`src/core/tfm_defs.svh`:
```
// Functional notes
// - Flush-process suspends then rebinds the same process, only while executing.
// - Flush-process stops process timing and then restarts it.
// - Flush-process invalidates current block descriptor, regions 0-2 descriptors and their PTEs.
// - Flush-process outside the executing state is ignored completely.
// - Flush-whole keeps segment table, region 3, current block, regions 0-2 descriptors.
// - Flush-whole also keeps the PTE of the interrupt stack's first page.
// - Flush-PTE carries segment offset in field 3, selector in field 4.
// - Flush-PTE removes the entry of the page holding selector plus offset.
// - Flush-PTE raises a length fault when the offset equals or exceeds segment length.
// - Directory entries are never held, so flush-PTE never targets them.
// - Flush-physical-page removes every entry pointing directly at the field 3 page.
// - Includes direct pointers, paged table pages and bipaged directory pages.
// - Flush-physical-page also runs the full local-register flush.
// - If it removed current process descriptors, flush-process also runs.
// - Local flush writes all register sets back, then purges all but active.
`ifndef TFM_DEFS_SVH
`define TFM_DEFS_SVH

// ----------------------------------------
// Message types
// ----------------------------------------
`define TFM_MSG_FLUSH_PROC  8'h87
`define TFM_MSG_FLUSH_ALL   8'h8A
`define TFM_MSG_FLUSH_PTE   8'h8C
`define TFM_MSG_FLUSH_PHYS  8'h88

// ----------------------------------------
// Entry owner codes and paging kinds
// ----------------------------------------
`define TFM_OWN_OTHER       3'h0
`define TFM_OWN_SEG_TABLE   3'h1
`define TFM_OWN_REGION3     3'h2
`define TFM_OWN_PCB         3'h3
`define TFM_OWN_REGION0     3'h4
`define TFM_OWN_REGION1     3'h5
`define TFM_OWN_REGION2     3'h6
`define TFM_PAGING_SIMPLE   2'h0
`define TFM_PAGING_PAGED    2'h1
`define TFM_PAGING_BIPAGED  2'h2

// ----------------------------------------
// Address layout
// ----------------------------------------
`define TFM_PAGE_LSB        12
`define TFM_PAGE_W          20
`define TFM_DEPTH_DEFAULT   16

`endif

```
`src/core/tfm_pkg.sv`:
```
`include "tfm_defs.svh"
package tfm_pkg;

  typedef struct packed {
    logic [7:0]  msg_type;
    logic [31:0] field1;
    logic [31:0] field2;
    logic [31:0] field3;
    logic [31:0] field4;
    logic [31:0] field5;
  } tfm_msg_t;

  typedef struct packed {
    logic                   valid;
    logic                   is_pte;
    logic [2:0]             owner;
    logic [1:0]             paging;
    logic                   int_stack;
    logic [31:0]            sel;
    logic [`TFM_PAGE_W-1:0] vpage;
    logic [`TFM_PAGE_W-1:0] ppage;
    logic [`TFM_PAGE_W-1:0] tpage;
  } tfm_entry_t;

  typedef enum logic [1:0] {
    MODE_PROC,
    MODE_ALL,
    MODE_PTE,
    MODE_PHYS
  } tfm_mode_t;

  typedef enum logic [2:0] {
    ST_IDLE,
    ST_LEN_WAIT,
    ST_SUSPEND,
    ST_SCAN_RD,
    ST_SCAN_CHK,
    ST_REBIND,
    ST_LREG_WB,
    ST_LREG_PURGE
  } tfm_state_t;

endpackage

```
`src/core/tfm_tlb_mem.sv`:
```
`timescale 1ns/1ps
`include "tfm_defs.svh"
module tfm_tlb_mem
  import tfm_pkg::*;
#(
  parameter int DEPTH = `TFM_DEPTH_DEFAULT,
  parameter int IW    = $clog2(`TFM_DEPTH_DEFAULT)
) (
  input  wire logic          clk_i,
  input  wire logic          reset_n_i,
  input  wire logic          rd_en_i,
  input  wire logic [IW-1:0] rd_addr_i,
  output tfm_entry_t         rd_data_o,
  input  wire logic          wr_en_i,
  input  wire logic [IW-1:0] wr_addr_i,
  input  wire tfm_entry_t    wr_data_i
);

  // Contents carry no reset; only fills give them meaning, since flush-whole leaves the entries it keeps untouched.
  tfm_entry_t mem_reg [DEPTH];

  always_ff @(posedge clk_i) begin
    if (wr_en_i) begin
      mem_reg[wr_addr_i] <= wr_data_i;
    end
  end

  always_ff @(posedge clk_i or negedge reset_n_i) begin
    if (!reset_n_i) begin
      rd_data_o <= '0;
    end else if (rd_en_i) begin
      rd_data_o <= mem_reg[rd_addr_i];
    end
  end

endmodule

```
`src/core/tfm_handler.sv`:
```
`timescale 1ns/1ps
`include "tfm_defs.svh"
module tfm_handler
  import tfm_pkg::*;
#(
  parameter int DEPTH = `TFM_DEPTH_DEFAULT,
  parameter int IW    = $clog2(`TFM_DEPTH_DEFAULT)
) (
  input  wire logic          clk_i,
  input  wire logic          reset_n_i,
  input  wire logic          msg_valid_i,
  input  wire tfm_msg_t      msg_i,
  output logic               msg_ready_o,
  input  wire logic          proc_executing_i,
  input  wire logic          fill_valid_i,
  input  wire logic [IW-1:0] fill_idx_i,
  input  wire tfm_entry_t    fill_entry_i,
  output logic               fill_ready_o,
  output logic               len_req_o,
  output logic [31:0]        len_sel_o,
  input  wire logic          len_ack_i,
  input  wire logic [31:0]   len_value_i,
  output logic               length_fault_o,
  output logic               suspend_o,
  output logic               rebind_o,
  output logic               timing_stop_o,
  output logic               timing_start_o,
  output logic               lreg_wb_req_o,
  input  wire logic          lreg_wb_done_i,
  output logic               lreg_purge_req_o,
  input  wire logic          lreg_purge_done_i
);

  // ----------------------------------------
  // Elaboration checks
  // ----------------------------------------
  if (DEPTH < 2 || (1 << IW) != DEPTH) begin : g_bad_depth
    $error("DEPTH must be a power of two of at least 2 and IW its log2.");
  end

  // ----------------------------------------
  // Entry decode
  // ----------------------------------------
  function automatic logic tfm_proc_owned(input tfm_entry_t e);
    return e.owner == `TFM_OWN_PCB || e.owner == `TFM_OWN_REGION0 ||
           e.owner == `TFM_OWN_REGION1 || e.owner == `TFM_OWN_REGION2;
  endfunction

  function automatic logic tfm_kill(input tfm_entry_t e, input tfm_mode_t m, input tfm_msg_t g);
    logic keep_all;
    logic [`TFM_PAGE_W-1:0] pg;
    keep_all = (!e.is_pte && (tfm_proc_owned(e) || e.owner == `TFM_OWN_SEG_TABLE ||
                              e.owner == `TFM_OWN_REGION3)) ||
               (e.is_pte && e.int_stack);
    pg = g.field3[31:`TFM_PAGE_LSB];
    case (m)
      MODE_PROC: return e.valid && tfm_proc_owned(e);
      MODE_ALL:  return e.valid && !keep_all;
      // Directory entries are never loaded, so only PTEs can match here.
      MODE_PTE:  return e.valid && e.is_pte && e.sel == g.field4 && e.vpage == pg;
      MODE_PHYS: return e.valid && (e.ppage == pg ||
                        (!e.is_pte && e.paging != `TFM_PAGING_SIMPLE && e.tpage == pg));
      default:   return 1'b0;
    endcase
  endfunction

  // ----------------------------------------
  // State
  // ----------------------------------------
  tfm_state_t      state_reg,   state_next;
  tfm_mode_t       mode_reg,    mode_next;
  tfm_msg_t        msg_reg,     msg_next;
  logic [IW-1:0]   idx_reg,     idx_next;
  logic            hit_reg,     hit_next;
  logic            ready_reg,   ready_next;
  logic            len_req_reg, len_req_next;
  logic [31:0]     len_sel_reg, len_sel_next;
  logic            fault_reg,   fault_next;
  logic            susp_reg,    susp_next;
  logic            rebind_reg,  rebind_next;
  logic            tstop_reg,   tstop_next;
  logic            tstart_reg,  tstart_next;
  logic            wb_reg,      wb_next;
  logic            purge_reg,   purge_next;

  tfm_entry_t      rd_data;
  logic            scan_wr;
  tfm_entry_t      dead_entry;

  wire logic       accept_w  = msg_valid_i && ready_reg;
  wire logic       fill_w    = fill_valid_i && ready_reg;
  wire logic       last_w    = idx_reg == IW'(DEPTH - 1);
  wire logic       kill_w    = tfm_kill(rd_data, mode_reg, msg_reg);
  wire logic       rd_en_w   = state_reg == ST_SCAN_RD;
  wire logic       mem_we_w  = scan_wr || fill_w;
  wire logic [IW-1:0] wr_addr_w = scan_wr ? idx_reg : fill_idx_i;
  wire tfm_entry_t wr_data_w = scan_wr ? dead_entry : fill_entry_i;

  always_comb begin
    dead_entry       = rd_data;
    dead_entry.valid = 1'b0;
  end

  // ----------------------------------------
  // Entry store
  // ----------------------------------------
  tfm_tlb_mem #(
    .DEPTH (DEPTH),
    .IW    (IW)
  ) u_mem (
    .clk_i     (clk_i),
    .reset_n_i (reset_n_i),
    .rd_en_i   (rd_en_w),
    .rd_addr_i (idx_reg),
    .rd_data_o (rd_data),
    .wr_en_i   (mem_we_w),
    .wr_addr_i (wr_addr_w),
    .wr_data_i (wr_data_w)
  );

  // ----------------------------------------
  // Sequencer
  // ----------------------------------------
  always_comb begin
    state_next   = state_reg;
    mode_next    = mode_reg;
    msg_next     = msg_reg;
    idx_next     = idx_reg;
    hit_next     = hit_reg;
    len_req_next = len_req_reg;
    len_sel_next = len_sel_reg;
    wb_next      = wb_reg;
    purge_next   = purge_reg;
    fault_next   = 1'b0;
    susp_next    = 1'b0;
    rebind_next  = 1'b0;
    tstop_next   = 1'b0;
    tstart_next  = 1'b0;
    scan_wr      = 1'b0;
    case (state_reg)
      ST_IDLE: begin
        if (accept_w) begin
          msg_next = msg_i;
          idx_next = '0;
          hit_next = 1'b0;
          case (msg_i.msg_type)
            `TFM_MSG_FLUSH_PROC: begin
              if (proc_executing_i) begin
                state_next = ST_SUSPEND;
                mode_next  = MODE_PROC;
              end
            end
            `TFM_MSG_FLUSH_ALL: begin
              state_next = ST_SCAN_RD;
              mode_next  = MODE_ALL;
            end
            `TFM_MSG_FLUSH_PTE: begin
              state_next   = ST_LEN_WAIT;
              len_req_next = 1'b1;
              len_sel_next = msg_i.field4;
            end
            `TFM_MSG_FLUSH_PHYS: begin
              state_next = ST_SCAN_RD;
              mode_next  = MODE_PHYS;
            end
            default: begin
              state_next = ST_IDLE;
            end
          endcase
        end
      end
      ST_LEN_WAIT: begin
        if (len_ack_i) begin
          len_req_next = 1'b0;
          if (msg_reg.field3 >= len_value_i) begin
            fault_next = 1'b1;
            state_next = ST_IDLE;
          end else begin
            state_next = ST_SCAN_RD;
            mode_next  = MODE_PTE;
          end
        end
      end
      ST_SUSPEND: begin
        susp_next  = 1'b1;
        tstop_next = 1'b1;
        idx_next   = '0;
        state_next = ST_SCAN_RD;
      end
      ST_SCAN_RD: begin
        state_next = ST_SCAN_CHK;
      end
      ST_SCAN_CHK: begin
        if (kill_w) begin
          scan_wr = 1'b1;
          if (!rd_data.is_pte && tfm_proc_owned(rd_data)) begin
            hit_next = 1'b1;
          end
        end
        if (!last_w) begin
          idx_next   = idx_reg + IW'(1);
          state_next = ST_SCAN_RD;
        end else if (mode_reg == MODE_PROC) begin
          state_next = ST_REBIND;
        end else if (mode_reg == MODE_PHYS) begin
          wb_next    = 1'b1;
          state_next = ST_LREG_WB;
        end else begin
          state_next = ST_IDLE;
        end
      end
      ST_REBIND: begin
        rebind_next = 1'b1;
        tstart_next = 1'b1;
        state_next  = ST_IDLE;
      end
      ST_LREG_WB: begin
        if (lreg_wb_done_i) begin
          wb_next    = 1'b0;
          purge_next = 1'b1;
          state_next = ST_LREG_PURGE;
        end
      end
      ST_LREG_PURGE: begin
        if (lreg_purge_done_i) begin
          purge_next = 1'b0;
          // The flush-process step still honours the executing-state gate.
          if (hit_reg && proc_executing_i) begin
            mode_next  = MODE_PROC;
            state_next = ST_SUSPEND;
          end else begin
            state_next = ST_IDLE;
          end
        end
      end
      default: begin
        state_next = ST_IDLE;
      end
    endcase
    // Nothing is taken until the current message has fully finished.
    ready_next = state_next == ST_IDLE;
  end

  always_ff @(posedge clk_i or negedge reset_n_i) begin
    if (!reset_n_i) begin
      state_reg   <= ST_IDLE;
      mode_reg    <= MODE_PROC;
      msg_reg     <= '0;
      idx_reg     <= '0;
      hit_reg     <= 1'b0;
      ready_reg   <= 1'b0;
      len_req_reg <= 1'b0;
      len_sel_reg <= '0;
      fault_reg   <= 1'b0;
      susp_reg    <= 1'b0;
      rebind_reg  <= 1'b0;
      tstop_reg   <= 1'b0;
      tstart_reg  <= 1'b0;
      wb_reg      <= 1'b0;
      purge_reg   <= 1'b0;
    end else begin
      state_reg   <= state_next;
      mode_reg    <= mode_next;
      msg_reg     <= msg_next;
      idx_reg     <= idx_next;
      hit_reg     <= hit_next;
      ready_reg   <= ready_next;
      len_req_reg <= len_req_next;
      len_sel_reg <= len_sel_next;
      fault_reg   <= fault_next;
      susp_reg    <= susp_next;
      rebind_reg  <= rebind_next;
      tstop_reg   <= tstop_next;
      tstart_reg  <= tstart_next;
      wb_reg      <= wb_next;
      purge_reg   <= purge_next;
    end
  end

  // ----------------------------------------
  // Outputs
  // ----------------------------------------
  assign msg_ready_o      = ready_reg;
  assign fill_ready_o     = ready_reg;
  assign len_req_o        = len_req_reg;
  assign len_sel_o        = len_sel_reg;
  assign length_fault_o   = fault_reg;
  assign suspend_o        = susp_reg;
  assign rebind_o         = rebind_reg;
  assign timing_stop_o    = tstop_reg;
  assign timing_start_o   = tstart_reg;
  assign lreg_wb_req_o    = wb_reg;
  assign lreg_purge_req_o = purge_reg;

endmodule

```
`config.mk`:
```
export PLATFORM = sky130hd
export DESIGN_NAME = tfm_handler
export DESIGN_NICKNAME = d
export VERILOG_FILES = /design/src/core/tfm_pkg.sv /design/src/core/tfm_tlb_mem.sv /design/src/core/tfm_handler.sv
export VERILOG_INCLUDE_DIRS = /design/src /design/src/core
export SDC_FILE = /design/constraint.sdc
export NUM_CORES = 2
export LEC_CHECK = 0
export ABC_CLOCK_PERIOD_IN_PS = 12300
export BUFFER_PORTS_ARGS = -buffer_cell sky130_fd_sc_hd__buf_2
export CAP_MARGIN = 20
export CORE_MARGIN = 4
export CORE_UTILIZATION = 61
export DETAILED_ROUTE_END_ITERATION = 6
export PLACE_DENSITY = 0.79
export REMOVE_ABC_BUFFERS = 1
export SLEW_MARGIN = 30
export SYNTH_ARGS = -nofsm -noshare
export SYNTH_HDL_FRONTEND = slang
export SYNTH_HIERARCHICAL = 1
export SYNTH_SLANG_ARGS = --single-unit
```
`constraint.sdc`:
```
create_clock -name clk_i -period 12.3 [get_ports clk_i]
set_clock_uncertainty 0.2 [all_clocks]
set_input_delay 2.46 -clock clk_i [delete_from_list [all_inputs] [get_ports clk_i]]
set_output_delay 2.46 -clock clk_i [all_outputs]
set_load 0.1 [all_outputs]
```
* Yosys cells after proc, flatten, opt, wreduce, memory -nomap -nowiden
Memory sizes are Yosys's and may differ from the RTL's. A register that Yosys moved wholly into a read port is not among the register bits.
Cells that the tools add are included.
** Word-level totals
- Register bits after elaboration :: 113
- Memory bits (writable) :: 1600
- Input port bits :: 312
- Output and inout port bits :: 42
- Word-level logic and storage cells :: 152
- Memories kept :: 1
** Operators by class
- $add $sub $neg :: 1
- Order comparisons :: 1
- Equality and inequality tests :: 40
- Multiplexer cells :: 51
- Reductions and logical operators :: 44
** Memories
- u_mem.mem_reg :: words 16, width 100, rd ports 1, clocked after Yosys merged registers in 1, wr ports 1, RTL line tfm_tlb_mem.sv:20 : tfm_entry_t mem_reg [DEPTH];
** Operators with widths (count)
- 100-bit 2-to-1 mux :: 1
- 20-bit == test :: 3
- 32-bit == test :: 1
- 8-bit == test, second input constant :: 4
- 32-bit greater-or-equal comparator :: 1
- 3-bit 2-to-1 mux :: 8
- 2-bit inequality test, second input constant :: 12
- 3-bit one-hot mux with 8 select lines :: 1
- 3-bit == test, second input constant :: 7
- 1-bit 2-to-1 mux :: 21
- 2-bit 2-to-1 mux :: 8
- 1-bit logical AND :: 14
- 3-bit by 2-bit == test with 1-bit output, second input constant :: 4
- 4-bit 2-to-1 mux :: 3
- 2-bit one-hot mux with 3 select lines :: 2
- 4-bit one-hot mux with 3 select lines :: 1
- 2-bit nonzero test :: 5
- 3-bit one-hot mux with 3 select lines :: 1
- 3-bit AND reduction :: 3
- 1-bit logical OR :: 8
- 1-bit one-hot mux with 2 select lines :: 4
- 4-bit AND reduction :: 2
- 8-bit AND reduction :: 1
- 3-bit by 1-bit == test with 1-bit output, second input constant :: 2
- 15 further kinds :: 20

* Longest topological paths before layout
- Word-level depth :: 16
- Mapped depth :: 12
- Gate-level depth less buffers :: 10

* Modules after synthesis
Netlist, hierarchy kept.
** By module, submodules not included
- tfm_tlb_mem :: times used 1, cells an instance 2682, area each 64588.2 µm², seq. area each 50548.5 µm²
- tfm_handler :: times used 1, cells an instance 822, area each 7820.0 µm², seq. area each 2827.7 µm²

* Worst setup path before layout
Ideal clock, no wire load.
- Path kind :: input port to flip-flop
- Start :: input port fill_idx_i[2]
- End :: memory u_mem/mem_reg[0][0] (netlist bit) (enable)
- Library setup time :: 0.681 ns
- Arrival time :: 10.015 ns
- Data required time :: 11.419 ns
- Slack :: 1.404 ns
- Cell stages on the path :: 3
- Path buffers :: 0
- Cell sequence :: mux2_2 -> or3b_2 -> nor3_1
** Between the ends
- Word-level cells in the longest chain between the ends :: 1
** Ends and longest elaborated chain
- from (decl) :: RTL line tfm_handler.sv:16 : input wire logic [IW-1:0] fill_idx_i,
- 4-bit 2-to-1 mux :: RTL line tfm_handler.sv:96 : wire logic [IW-1:0] wr_addr_w = scan_wr ? idx_reg : fill_idx_i;
- to (decl) :: RTL line tfm_tlb_mem.sv:20
No other way between the ends.

* Worst setup path in the final report
- Start :: register msg_reg[92] (netlist bit)
- End :: memory u_mem/mem_reg[0][49] (netlist bit) (enable)
** Between the ends
- Elaborated cells between the ends (all ways) :: 14
- Those cells by class :: eq/ne: 3; mux: 6; reduce/logical: 5
** RTL lines
- from (decl) :: RTL line tfm_handler.sv:72 : tfm_msg_t msg_reg, msg_next;
- from (signal assigned) :: RTL line tfm_handler.sv:264 : msg_reg <= msg_next;
- 20-bit == test :: RTL line tfm_handler.sv:62 : (!e.is_pte && e.paging != `TFM_PAGING_SIMPLE && e.tpage == pg));
- 1-bit logical AND :: RTL line tfm_handler.sv:62
- 1-bit logical OR :: RTL line tfm_handler.sv:61 : MODE_PHYS: return e.valid && (e.ppage == pg ||
- 1-bit logical AND :: RTL line tfm_handler.sv:61
- 1-bit one-hot mux with 4 select lines (*) :: RTL line tfm_handler.sv:56 : case (m)
- 1-bit 2-to-1 mux (*) :: RTL line tfm_handler.sv:194 : if (kill_w) begin
- 1-bit 2-to-1 mux (*) :: RTL line tfm_handler.sv:140 : case (state_reg)
- 4-bit 2-to-1 mux (*) :: RTL line tfm_handler.sv:96
- named net wr_addr_w[2] :: RTL line tfm_handler.sv:96
The timed path passes the listed nets; every way through them passes the cells marked *.

==> impl_metrics.csv <==
group,metric,value,unit
run_status,outcome,"finished, final reports clean",
floorplanning,io-pin-count,354,
flow_run,cap_violations,0,
route,drt_iter0_markers,4968,
route,drtPass1Iterations,5,
critical_path,crit_buf_inv,3,
power,ir_drop,0.150,mV
floorplanning,die_w,353,microns
final_layout,finish.net_count,4168,
route,antenna_left,0,
route,drc_errors,0,
timing,period_needed,7.12,ns
critical_path,path_cells,"xnor2_1, nand4_1, nor4_1, nand4_1, o31ai_4, buf_4, mux2_2, or3b_2, nor3_2, buf_4, buf_6",
global_routing,track_usage,29.1,%
timing,rsz0062_at_grt,"false",
global_routing,grt_use_met2,46.7,%
global_routing,grtUsageMet3,6.98,%
critical_path,slowest_delay,0.77,ns
placed_design,io_buffers,257,
floorplanning,die_y,353,microns
critical_path,cp_slowest_cell,"buf_4",
global_routing,grt_pass1_vias,38300,
global_routing,grt_use_met1,39.8,%
power,leakage,26.8,nW
power,power_density,206,nW/um^2
critical_path,crit_required,12.50,ns
global_routing,grt_max_degree,101,
timing,setup_viol,0,
timing,final_max_slew_viol_count,0,
final_layout,syn_to_final_growth,11.4,%
yosys,async_flop_share,11.7,%
floorplanning,rows,126,
route,vias_per_cell,6.75,
timing,tns,0,ns
placed_design,place.gp.congestion,0.794,
timing,finalCritPeriodShare,57.9,%
route,vias,37200,
global_routing,antenna_found_initial,6,
clock_tree,cts_setup_buffers,0,
route,totalWireLength,180,mm
critical_path,r2r-start,"msg_reg[92]$_DFFE_PN0P_",
placed_design,place_inst,5177,
global_routing,busiest_layer,"met2",
floorplanning,start_util,61.4,%
yosys,synthFlopType,"edfxtp_1",
critical_path,endpoint_kind,"flop",
clock_tree,cts_buffers,174,
global_routing,grt_pass1_wl,263,mm
clock_tree,worstSkewPairLatency,0.79,ns
timing,fmax,140,MHz
floorplanning,coreArea,118000,sq um
critical_path,start_kind,"flop",
yosys,ys_ff_latch,1813,
clock_tree,cts.repair.resized,0,
worst_hold_path,hp-start,"msg_reg[74]$_DFFE_PN0P_",
critical_path,worstPathArrival,7.31,ns
placed_design,dp_hpwl,94.8,mm
clock_tree,htreeDepth,4,
placed_design,dp_slack,5.37,ns
yosys,synth_cell_types,63,
route,wl_per_cell,32.6,microns
clock_tree,cts_tree,"built",
final_layout,fillCellCount,7066,
final_layout,stdcell_count,5505,
critical_path,cp-startpoint,"msg_reg[92]$_DFFE_PN0P_",
global_routing,grt_overflow,0,
timing,worst_pin_slew,1.03,ns
clock_tree,cts.sink_count,1813,
clock_tree,cts_root_buf,"clkbuf_16",
timing,worst_slack,5.18,ns
clock_tree,clockBufferDepth,3,
yosys,syn_inst,3504,
floorplanning,die_area,124000,sq um
critical_path,crit_type,"flop to flop",
final_layout,drive_above_1_share,30.2,%
yosys,avgSynthCellArea,20.7,sq um
timing,hold_viol,0,
yosys,synth_enable_flop_cells,1600,
critical_path,crit_family,"simple AND/OR/NAND/NOR gates",
yosys,ys_warn_count,6,
critical_path,cp_max_fo,53,
clock_tree,clkSlewWorstSetupHoldPaths,0.06,ns
placed_design,placed_cell_area,74900,sq um
clock_tree,holdBufCountCts,0,
worst_hold_path,hold_path_class,"flop to flop",
yosys,syn_area,72400,sq um
timing,max_slew_margin,30.8,%
final_layout,largest_register_ffs,1600,
final_layout,finalInstanceArea,80700,sq um
yosys,seq_area_frac_synth,73.7,%
==> per-layer routing <==
layer,vias to the layer above,part of all wire [%]
met5,-,0.017
met4,4,3.6
met3,385,11
met2,2448,49
met1,19300,36
li1,15000,-
==> placed cells by master (no fill, tap or decap), types with 50 or more instances in the layout <==
| cell | netlist | routed |
|---|---|---|
| nand2_1 | 202 | 202 |
| mux2_2 | 98 | 98 |
| a221oi_2 | 100 | 100 |
| edfxtp_1 | 1600 | 1600 |
| xor2_1 | 56 | 56 |
| mux2i_1 | 102 | 102 |
| clkbuf_1 | 64 | 50 |
| nor2_1 | 131 | 118 |
| mux4_2 | 386 | 386 |
| inv_1 | 50 | 50 |
| clkbuf_16 | 0 | 177 |
| dfrtp_1 | 213 | 210 |
| o22ai_1 | 104 | 104 |
| buf_2 | 28 | 256 |
==> synth_stat cells (15+ instances only) <==
cell | number | area share, %
a221oi_2 | 100 | 2.1
buf_2 | 28 | 0.19
buf_4 | 20 | 0.21
buf_6 | 38 | 0.59
buf_8 | 22 | 0.46
clkbuf_1 | 64 | 0.33
dfrtp_1 | 213 | 7.4
edfxtp_1 | 1600 | 66
ha_1 | 37 | 0.64
inv_1 | 50 | 0.26
mux2_1 | 38 | 0.59
mux2_2 | 98 | 1.5
mux2i_1 | 102 | 1.4
mux4_2 | 386 | 12
nand2_1 | 202 | 1.0
nand4_1 | 17 | 0.15
nor2_1 | 131 | 0.68
nor4_1 | 15 | 0.13
o21ai_0 | 17 | 0.12
o22ai_1 | 104 | 0.90
xnor2_1 | 31 | 0.37
xor2_1 | 56 | 0.68
==> final cells by class <==
cell class | instances | area, sq um | share of cell area [%]
diodes | 1 | 2.50 | 0.00310
flip-flops and latches | 1813 | 53400 | 66.2
well taps | 1536 | 1920 | 2.38
inverters | 50 | 188 | 0.233
clock buffers | 245 | 4860 | 6.03
repair buffers | 331 | 2070 | 2.56
clock inverters | 80 | 850 | 1.05
multi-input cells | 1449 | 17400 | 21.6
==> cell families (layout without fill, tap and decap cells) <==
logic type / Yosys count / count (layout) / synth area share, %
compound gates: 273 / 273 / 3.64
other cells: 0 / 1 / 0
flops: 1813 / 1813 / 73.7
fa+ha+maj: 37 / 37 / 0.639
simple gates: 414 / 414 / 2.46
xor+xnor: 87 / 87 / 1.05
buf+inv: 242 / 706 / 2.46
mux: 638 / 638 / 16.0
==> metrics by stage <==
step	hold WS (ns)	power [mW]	utilization, %
final	0.282	16.6	68.4
after global routing	0.310	17.3	68.4
after CTS	0.283	16.7	68.4
after detailed placement	0.268	11.3	63.5
after global placement	0.264	11.2	63.4
after floorplan	0.250	11.3	-
==> tightest hold or removal path, cell delays in order, from the launching register on <==
cell and delay [ns]:
dfrtp_1 0.35, nand2_1 0.05, nand2_1 0.05
==> path summary, 6_finish.rpt <==
path,end,slack [ns],depth (start not counted)
min in group asynchronous,u_mem/rd_data_o[68]$_DFFE_PN0P_,1.40,1
max in group asynchronous,msg_reg[70]$_DFFE_PN0P_,9.28,2
min reg2reg,msg_reg[74]$_DFFE_PN0P_,0.28,2
min,msg_reg[74]$_DFFE_PN0P_,0.28,2
max reg2reg,u_mem/mem_reg[0][49]$_DFFE_PP_,5.18,11
max,u_mem/mem_reg[0][49]$_DFFE_PP_,5.18,11
==> power breakdown <==
part | total (mW) | internal (mW) | switching [mW]
Sequential | 7.74 | 7.18 | 0.557
Clock | 5.35 | 3.07 | 2.29
Combinational | 3.55 | 1.50 | 2.05
Note: power is estimated with default switching activity, not from simulation.
